### config.mk
export PLATFORM = sky130hd
export DESIGN_NAME = ifs_sequencer
export DESIGN_NICKNAME = d
export VERILOG_FILES = /design/src/ifs_pkg.sv /design/src/ifs_sequencer.sv
export SDC_FILE = /design/constraint.sdc
export NUM_CORES = 1
export LEC_CHECK = 0
export ABC_AREA = 1
export CORE_ASPECT_RATIO = 1.75
export CORE_MARGIN = 4
export CORE_UTILIZATION = 35
export DETAILED_ROUTE_END_ITERATION = 12
export DONT_BUFFER_PORTS = 1
export GPL_ROUTABILITY_DRIVEN = 0
export PLACE_DENSITY_LB_ADDON = 0.1
export RECOVER_POWER = 50
export SYNTH_ARGS = -nofsm -noshare
export SYNTH_HDL_FRONTEND = slang
export SYNTH_SLANG_ARGS = --single-unit
### constraint.sdc
create_clock -name clk_sys -period 2.1 [get_ports clk_sys]
set_input_delay 0.105 -clock clk_sys [delete_from_list [all_inputs] [get_ports clk_sys]]
set_output_delay 0.105 -clock clk_sys [all_outputs]
set_load 0.01 [all_outputs]
### src/ifs_pkg.sv
// Purpose: constants and types for the in-system flash programming sequencer
// Assumes: one machine cycle equals one clk_sys cycle; special-function bus is byte wide
// Notes:   non-volatile option bits arrive as a plain input byte
// Summary of operation
// - main bank 64 KB holds application, loader bank 4 KB holds loader code.
// - chip control is read-only after reset; writing 87h then 59h unlocks it.
// - any other value written to the unlock register withdraws write permission.
// - second unlock value within three cycles; window then open three cycles.
// - the unlock register sits at special-function address F6h.
// - chip control bit 0 enters programming mode at next idle wake-up.
// - on wake-up fetch loader bank, clear PC, stack 0000h, run loader ISR.
// - first interrupt return in programming mode continues at loader address 00h; the code only tracks it in a flag and drives no output.
// - writing bits 0, 1 and 7 together resets the CPU back to main bank.
// - two byte registers hold the high and low flash address bytes.
// - data register carries program byte in and read byte out.
// - control bit 6 selects target bank, 0 main, 1 loader; bit 7 reserved.
// - control bit 5 output enable, bit 4 chip enable, bits 3..0 opcode.
// - erase uses opcode 0010, output enable 1, chip enable 0; address ignored.
// - program uses opcode 0001, output enable 1, chip enable 0, address and data.
// - read uses opcode 0000, output enable 0, chip enable 0; data returned.
// - after power-on boot from main bank unless loader-boot straps are present.
// - loader boot if both port-2 straps low with option bit 4 low, or port-4 strap and bit 5.
// - lock option bit 0 refuses all flash and option access.
// - table-read restriction bit 1 low keeps external-fetched table reads external.
// - encryption bit encodes port 0 data; cleared only by whole-chip erase.
// - option bit 7 zero halves oscillator amplifier gain.
package ifs_pkg;
	// ****************************************************************
	// register addresses
	// ****************************************************************
	localparam logic [7:0] ADDR_CHIP_CONTROL  = 8'h87;
	localparam logic [7:0] ADDR_WRITE_UNLOCK  = 8'hF6;
	localparam logic [7:0] ADDR_FLASH_CONTROL = 8'hC7;
	localparam logic [7:0] ADDR_FLASH_ADDR_HI = 8'hC6;
	localparam logic [7:0] ADDR_FLASH_ADDR_LO = 8'hC5;
	localparam logic [7:0] ADDR_FLASH_DATA    = 8'hC4;
	// ****************************************************************
	// unlock sequence and timing
	// ****************************************************************
	localparam logic [7:0] UNLOCK_FIRST  = 8'h87;
	localparam logic [7:0] UNLOCK_SECOND = 8'h59;
	localparam int unsigned UNLOCK_CYCLES = 3;
	localparam int unsigned BUSY_CYCLES   = 4;
	// ****************************************************************
	// field positions
	// ****************************************************************
	localparam int unsigned CC_ISP_BIT    = 0;
	localparam int unsigned CC_SWR_A_BIT  = 1;
	localparam int unsigned CC_SWR_B_BIT  = 7;
	localparam int unsigned FC_BANK_BIT   = 6;
	localparam int unsigned FC_OE_BIT     = 5;
	localparam int unsigned FC_CE_BIT     = 4;
	localparam int unsigned OPT_LOCK_BIT  = 0;
	localparam int unsigned OPT_TRD_BIT   = 1;
	localparam int unsigned OPT_ENC_BIT   = 2;
	localparam int unsigned OPT_BOOTA_BIT = 4;
	localparam int unsigned OPT_BOOTB_BIT = 5;
	localparam int unsigned OPT_GAIN_BIT  = 7;
	localparam logic [3:0] OP_READ    = 4'h0;
	localparam logic [3:0] OP_PROGRAM = 4'h1;
	localparam logic [3:0] OP_ERASE   = 4'h2;
	localparam logic [7:0] RESET_BYTE = 8'h00;
	localparam logic [15:0] LOADER_VECTOR = 16'h0000;
	localparam int unsigned MAIN_ADDR_W   = 16;
	localparam int unsigned LOADER_ADDR_W = 12;

	typedef enum logic [1:0] {ULK_IDLE, ULK_ARMED, ULK_OPEN} ifs_ulk_t;
	typedef enum logic [1:0] {FL_IDLE, FL_BUSY} ifs_fl_t;
endpackage

### src/ifs_sequencer.sv
// Purpose: unlock, programming-mode entry, software reset and flash command sequencing
// Assumes: sfr bus writes and reads take one cycle; flash array answers via done pulse
// Notes:   all state lives in one packed struct
`timescale 1ns/1ps
module ifs_sequencer
	import ifs_pkg::*;
#(
	parameter int unsigned BUSY_MIN = BUSY_CYCLES
) (
	// clock and reset
	input  wire logic       clk_sys,
	input  wire logic       rst,
	// special-function bus
	input  wire logic [7:0] sfr_addr,
	input  wire logic       sfr_wr,
	input  wire logic       sfr_rd,
	input  wire logic [7:0] sfr_wdata,
	output logic      [7:0] sfr_rdata,
	output logic            sfr_hit,
	// cpu status and control
	input  wire logic       cpu_idle_wake,
	input  wire logic       cpu_interrupt_return_instr,
	output logic            cpu_hold,
	output logic            cpu_soft_reset,
	output logic            cpu_fetch_loader,
	output logic            cpu_pc_clear,
	output logic            cpu_push_vector,
	output logic     [15:0] cpu_vector,
	// straps and option bits
	input  wire logic       boot_strap_a,
	input  wire logic       boot_strap_b,
	input  wire logic       boot_strap_c,
	input  wire logic [7:0] option_bits,
	input  wire logic       fetch_external,
	output logic            table_read_internal_ok,
	output logic            port0_encrypt,
	output logic            osc_half_gain,
	// flash array
	output logic            flash_start,
	output logic            target_bank_select,
	output logic            flash_output_enable,
	output logic            flash_chip_enable,
	output logic      [3:0] flash_op,
	output logic     [15:0] flash_addr,
	output logic      [7:0] flash_wdata,
	input  wire logic [7:0] flash_rdata,
	input  wire logic       flash_done
);
	// ****************************************************************
	// state
	// ****************************************************************
	typedef struct packed {
		ifs_ulk_t    ulk;
		logic [1:0]  ulk_cnt;
		logic [7:0]  chip_control_reg;
		logic [7:0]  isp_flash_control;
		logic [7:0]  isp_flash_addr_high;
		logic [7:0]  isp_flash_addr_low;
		logic [7:0]  isp_flash_data;
		ifs_fl_t     fl;
		logic [7:0]  busy_cnt;
		logic        start;
		logic        isp_mode;
		logic        loader_exec;
		logic        first_interrupt_return_instr;
		logic        wake_pulse;
		logic        soft_reset;
		logic        boot_sampled;
		logic [7:0]  rdata;
		logic        hit;
	} ifs_state_t;

	ifs_state_t s_q;
	ifs_state_t s_d;

	function automatic logic wr_at(input logic [7:0] a);
		wr_at = sfr_wr && (sfr_addr == a);
	endfunction

	logic locked;
	logic loader_boot;
	logic wr_ok;
	assign locked = ~option_bits[OPT_LOCK_BIT];
	assign loader_boot = (~boot_strap_a & ~boot_strap_b & ~option_bits[OPT_BOOTA_BIT])
		| (~boot_strap_c & ~option_bits[OPT_BOOTB_BIT]);
	// flash registers can only be written while no operation runs
	assign wr_ok = (s_q.fl == FL_IDLE) && !locked;

	// ****************************************************************
	// next state
	// ****************************************************************
	always_comb begin
		s_d            = s_q;
		s_d.start      = 1'b0;
		s_d.wake_pulse = 1'b0;
		s_d.soft_reset = 1'b0;
		s_d.hit        = 1'b0;
		s_d.rdata      = RESET_BYTE;
		// boot choice caught once, after reset release
		if (!s_q.boot_sampled) begin
			s_d.boot_sampled = 1'b1;
			s_d.loader_exec  = loader_boot;
		end
		// unlock sequencer
		case (s_q.ulk)
			ULK_ARMED: begin
				if (s_q.ulk_cnt == 2'(UNLOCK_CYCLES - 1)) begin
					s_d.ulk = ULK_IDLE;
				end else begin
					s_d.ulk_cnt = s_q.ulk_cnt + 2'd1;
				end
			end
			ULK_OPEN: begin
				if (s_q.ulk_cnt == 2'(UNLOCK_CYCLES - 1)) begin
					s_d.ulk = ULK_IDLE;
				end else begin
					s_d.ulk_cnt = s_q.ulk_cnt + 2'd1;
				end
			end
			default: s_d.ulk = ULK_IDLE;
		endcase
		if (wr_at(ADDR_WRITE_UNLOCK)) begin
			s_d.ulk_cnt = 2'd0;
			if (sfr_wdata == UNLOCK_FIRST) begin
				s_d.ulk = ULK_ARMED;
			end else if (sfr_wdata == UNLOCK_SECOND && s_q.ulk == ULK_ARMED) begin
				s_d.ulk = ULK_OPEN;
			end else begin
				s_d.ulk = ULK_IDLE;
			end
		end
		// chip control, writable only inside the window
		if (wr_at(ADDR_CHIP_CONTROL) && s_q.ulk == ULK_OPEN) begin
			if (sfr_wdata[CC_ISP_BIT] && sfr_wdata[CC_SWR_A_BIT]
				&& sfr_wdata[CC_SWR_B_BIT]) begin
				s_d.soft_reset       = 1'b1;
				s_d.isp_mode         = 1'b0;
				s_d.loader_exec      = 1'b0;
				s_d.chip_control_reg = RESET_BYTE;
			end else begin
				s_d.chip_control_reg = sfr_wdata;
			end
		end
		// programming mode entry is deferred to the idle wake-up
		if (cpu_idle_wake && s_q.chip_control_reg[CC_ISP_BIT] && !s_q.isp_mode) begin
			s_d.isp_mode    = 1'b1;
			s_d.loader_exec = 1'b1;
			s_d.wake_pulse  = 1'b1;
			s_d.first_interrupt_return_instr  = 1'b1;
		end
		if (cpu_interrupt_return_instr && s_q.first_interrupt_return_instr) begin
			s_d.first_interrupt_return_instr = 1'b0;
		end
		// flash registers
		if (wr_ok && wr_at(ADDR_FLASH_ADDR_HI)) begin
			s_d.isp_flash_addr_high = sfr_wdata;
		end
		if (wr_ok && wr_at(ADDR_FLASH_ADDR_LO)) begin
			s_d.isp_flash_addr_low = sfr_wdata;
		end
		if (wr_ok && wr_at(ADDR_FLASH_DATA)) begin
			s_d.isp_flash_data = sfr_wdata;
		end
		case (s_q.fl)
			FL_IDLE: begin
				if (wr_ok && s_q.isp_mode && wr_at(ADDR_FLASH_CONTROL)) begin
					s_d.isp_flash_control = {1'b0, sfr_wdata[6:0]};
					if (!sfr_wdata[FC_CE_BIT] && (((sfr_wdata[3:0] == OP_ERASE
						|| sfr_wdata[3:0] == OP_PROGRAM) && sfr_wdata[FC_OE_BIT])
						|| (sfr_wdata[3:0] == OP_READ && !sfr_wdata[FC_OE_BIT]))) begin
						s_d.fl       = FL_BUSY;
						s_d.start    = 1'b1;
						s_d.busy_cnt = 8'd0;
					end
				end
			end
			FL_BUSY: begin
				if (s_q.busy_cnt != 8'(BUSY_MIN)) begin
					s_d.busy_cnt = s_q.busy_cnt + 8'd1;
				end
				if (flash_done) begin
					s_d.fl = FL_IDLE;
					if (s_q.isp_flash_control[3:0] == OP_READ) begin
						s_d.isp_flash_data = flash_rdata;
					end
				end
			end
			default: s_d.fl = FL_IDLE;
		endcase
		// register read-back
		if (sfr_rd) begin
			s_d.hit = 1'b1;
			case (sfr_addr)
				ADDR_CHIP_CONTROL:  s_d.rdata = s_q.chip_control_reg;
				ADDR_FLASH_CONTROL: s_d.rdata = s_q.isp_flash_control;
				ADDR_FLASH_ADDR_HI: s_d.rdata = s_q.isp_flash_addr_high;
				ADDR_FLASH_ADDR_LO: s_d.rdata = s_q.isp_flash_addr_low;
				ADDR_FLASH_DATA:    s_d.rdata = locked ? RESET_BYTE : s_q.isp_flash_data;
				default:            s_d.hit   = 1'b0;
			endcase
		end
	end

	// ****************************************************************
	// registers
	// ****************************************************************
	always_ff @(posedge clk_sys or posedge rst) begin
		if (rst) begin
			s_q <= '0;
		end else begin
			s_q <= s_d;
		end
	end

	// ****************************************************************
	// outputs
	// ****************************************************************
	assign sfr_rdata        = s_q.rdata;
	assign sfr_hit          = s_q.hit;
	assign cpu_hold         = (s_q.fl == FL_BUSY);
	assign cpu_soft_reset   = s_q.soft_reset;
	assign cpu_fetch_loader = s_q.loader_exec;
	assign cpu_pc_clear     = s_q.wake_pulse;
	assign cpu_push_vector  = s_q.wake_pulse;
	assign cpu_vector       = LOADER_VECTOR;
	// external-fetched table reads keep out of internal code when restricted
	assign table_read_internal_ok = !fetch_external || option_bits[OPT_TRD_BIT];
	// encryption bit only clears through the off-line whole-chip erase
	assign port0_encrypt    = ~option_bits[OPT_ENC_BIT];
	assign osc_half_gain    = ~option_bits[OPT_GAIN_BIT];
	assign flash_start          = s_q.start;
	assign target_bank_select   = s_q.isp_flash_control[FC_BANK_BIT];
	assign flash_output_enable  = s_q.isp_flash_control[FC_OE_BIT];
	assign flash_chip_enable    = s_q.isp_flash_control[FC_CE_BIT];
	assign flash_op             = s_q.isp_flash_control[3:0];
	// loader bank only decodes 4 KB
	assign flash_addr = s_q.isp_flash_control[FC_BANK_BIT]
		? {4'h0, s_q.isp_flash_addr_high[3:0], s_q.isp_flash_addr_low}
		: {s_q.isp_flash_addr_high, s_q.isp_flash_addr_low};
	assign flash_wdata = s_q.isp_flash_data;
endmodule

==> results.txt <==
* Hold Slack: 0.00615 ns
- Setup repair after global routing left no endpoint under its margin.
* Static Leak: 1.86 nW
- Of the post-synthesis cell area, the dominant cell type holds 0.430.
- Entering global routing, the biggest net connects 31 pins.
* Total CTS buffers: 9
- Number of input and output port buffers inserted: 0
- Flop-to-flop setup slack: around 0.16 ns
* All-layer global routing usage: 0.167
- At the pin with the least slew margin, the transition time is 1.21 ns.
- From synthesis to final layout, the design area changed by 6.53%.
* Critical Path End Type: flip-flop
- Post-synthesis register bit count: 59
- Layout cell share with drive strength beyond 1: 0.0800
- The initial antenna violation count was 0.
* Half-perimeter wire length after detailed placement: 7210 microns
- Before CTS, the worst setup slack after placement is 0.478 ns.
- The path class of the tightest hold or removal check is input pin to flip-flop.
- Setup violations remaining at the end of the flow were counted as 0.
* Total overflow reported by the global router: 0
- Averaged over all synthesized cells, the footprint is between 7 and 8 sq um.
- Critical path start-end classification: flip-flop to flip-flop
- CP max stage cell: sky130_fd_sc_hd__dlygate4sd3_1
* Number of clock sinks: 59
- Summing all multi-input logic gate instances after layout gives 1360 sq um.
- The largest total area in the synthesized netlist belongs to sky130_fd_sc_hd__dfrtp_1.
- Placed instance area: 3230 sq um
- Clock edge transition at the registers on the reported setup and hold paths: 0.05 ns
* H-tree Lvls: 3
- Antenna fix cells: 0
- Worst IR Drop VDD: 405 uV
- Number of fill cells: 1030
* Async set-reset flop share out of synthesis: 1.00
- In this run the most critical hold path is launched from sfr_addr[3].
- For the finished layout, the period the worst path requires is between 1.5 and 2 ns.
- Clock network latency to the later pin of the worst-skew pair: 0.33 ns
- Min setup slack post-route: approximately 0.16 ns
* Top cells by area in the synthesized netlist: sky130_fd_sc_hd__dfrtp_1, sky130_fd_sc_hd__buf_4, sky130_fd_sc_hd__nand2_1
* Netlist area before placement: 3430 sq um
- In the final routed layout, each cell accounts on average for 17.6 microns.
- Post-layout instance area: 3650 sq um
- The flow ran to the end, and the final reports show no timing, DRC or antenna violations.
* Chip height: 139 microns
- Critical path's largest stage delay: about 0.58 ns
* Buf/Inv on CP: 1
- The via count of the first global-routing pass came to 2513.
* Worst Clk Skew: 0.00358 ns
* Resized Gates After CTS: 0
- Detailed-routing iteration count for the pre-antenna-repair pass: 5
- In the routed design, unresolved DRC markers number 0.
* CP Max Fanout: 16
* CTS tree: built
- Endpoint of the worst register-to-register path: flash_start
- For this run, the register share of the synthesized area comes to 0.430.
- sky130_fd_sc_hd__nand2_1 is the most common cell in the netlist.
- Hold Path End: sfr_hit
- Most common flop cell mapped by yosys: sky130_fd_sc_hd__dfrtp_1
- The final max-slew violation count was 0.
* Library cells used by synthesis: 28
* Number of cells on the worst reg-to-reg path: 4
- Routed wire length: around 9600 microns
- Global-route wire length before repair: 14600 microns
- Vias per inst: 4.89
- The final number of hold-violating endpoints was 0.
- In the final design database the tool counted 466 nets.
* CTS root buffer: sky130_fd_sc_hd__clkbuf_16
- In this run the tightest slew margin relative to its limit is 0.190.
- Data arrives at the worst endpoint at 2.20 ns.
* Reported max-cap violation count: 0
- In the finished design, the share of the clock period the worst path needs comes to 0.923.
* Setup TNS: 0 ns
* ANT nets after route: 0
- Counting along the longest clock path gives a buffer depth of 2.
- Horizontal extent of the die: roughly 83 microns
* Worst setup startpoint: s_q[24]
- Number of rows in the core area: 47
* Top Family by Delay on Critical Path: simple AND/OR/NAND/NOR gates
* Finished Layout Cells: 547
- The detailed router placed 2677 vias in this run.
- In this run, synthesis inferred 0 flip-flops with an integrated enable.
- The signal on the critical path passes through nor2_4 -> nand4_4 -> nor3_1 -> dlygate4sd3_1.
- Die footprint: between 10000 and 15000 sq um
- Across the whole layout, storage elements account for between 1000 and 1500 sq um.
- Type of element launching the critical path: flip-flop
* Power density over cell area: 772 nW/um^2
- Once layout is complete, the utilization of the core stands at 0.384.
- Along the worst hold path, the cell count comes to 3.
- The detailed router finished its first iteration with 254 violations.
- In this run, placement finished with an instance count of roughly 520.
* Yosys warning count: 0
* Most frequent cells after synthesis: sky130_fd_sc_hd__nand2_1, sky130_fd_sc_hd__dfrtp_1, sky130_fd_sc_hd__nand3_1
- RR Startpoint: s_q[24]
- Data on the critical path is required at its endpoint by 2.36 ns.
* Number of instances in the synthesized netlist: 437
- Initial core utilization: 0.360
- For this run, the top clock speed supported by timing is 0.516 GHz.
- Pin placement for this block handled 108 I/O pins.
* Placeable Area: 9530 sq um
* PnR Total Power: 2.82 mW
[flip-flops by register name, indices dropped and copies added, names as in the netlist, 4 cells and up]
name         cells
flash_op         4
sfr_rdata        8
s_q             31
flash_wdata      8
[worst min-delay path, delay by kind of cell]
family           cells  cell delay (ns)
AO/OA/AOI/OAI        2             0.16
AND/OR/NAND/NOR      1             0.03
[area by class of cell]
cell class | instances | area share
flip-flops and latches | 59 | 0.404
multi-input cells | 279 | 0.373
clock buffers | 12 | 0.0675
inverters | 54 | 0.0555
repair buffers | 17 | 0.0445
well taps | 122 | 0.0418
clock inverters | 4 | 0.0137
[worst max path at each step]
stage                       endpoint  slack (ns)  cells after the start
floorplan           cpu_fetch_loader        0.54                      1
global placement      flash_wdata[1]        0.51                      6
detailed placement    flash_wdata[1]        0.48                      6
CTS                      flash_start        0.17                      4
global route             flash_start        0.01                      4
finish                   flash_start        0.16                      4
[power by group]
group          leakage [nW]  internal, mW  switching, mW  total (mW)
Combinational         0.945        0.0465          0.128       0.174
Clock                 0.139         0.948          0.523        1.47
Sequential            0.779          1.15         0.0211        1.17
[per-layer routing]
layer  wire, microns  global-route usage  up-vias
li1                -                   -     1286
met1            3620               0.194     1269
met2            5100               0.294      106
met3             678              0.0392       16
met4             210              0.0698        0
met5               0                   0        -
[cells by family (layout without fill, tap and decap cells)]
logic type | Yosys count | after routing | synth area share
AO/OA/AOI/OAI | 56 | 56 | 0.0828
AND/OR/NAND/NOR | 203 | 203 | 0.285
other | 2 | 17 | 0.00219
buffers and inverters | 114 | 87 | 0.189
flip-flops | 59 | 59 | 0.431
adder cells (fa/ha/maj) | 3 | 3 | 0.0109
[what timing repair did]
action | 4_1_cts | 5_1_grt
hold buffers | 14 | 0
buffers inserted | 0 | 0
endpoints found under the setup margin | 0 | 0
endpoints found under the hold margin | 43 | 0
[placed cells by master (no fill, tap or decap), types with 9 or more instances in the layout]
master                          synthesis  final
sky130_fd_sc_hd__nor2_1                29     29
sky130_fd_sc_hd__nand3_1               55     55
sky130_fd_sc_hd__dlygate4sd3_1          0     14
sky130_fd_sc_hd__nand2_1               94     94
sky130_fd_sc_hd__o21ai_0               39     39
sky130_fd_sc_hd__o21ai_1               14     14
sky130_fd_sc_hd__dfrtp_1               59     59
sky130_fd_sc_hd__conb_1                 2     17
sky130_fd_sc_hd__clkbuf_16              0      9
sky130_fd_sc_hd__inv_1                 53     53
Note: power is estimated with default switching activity, not from simulation.
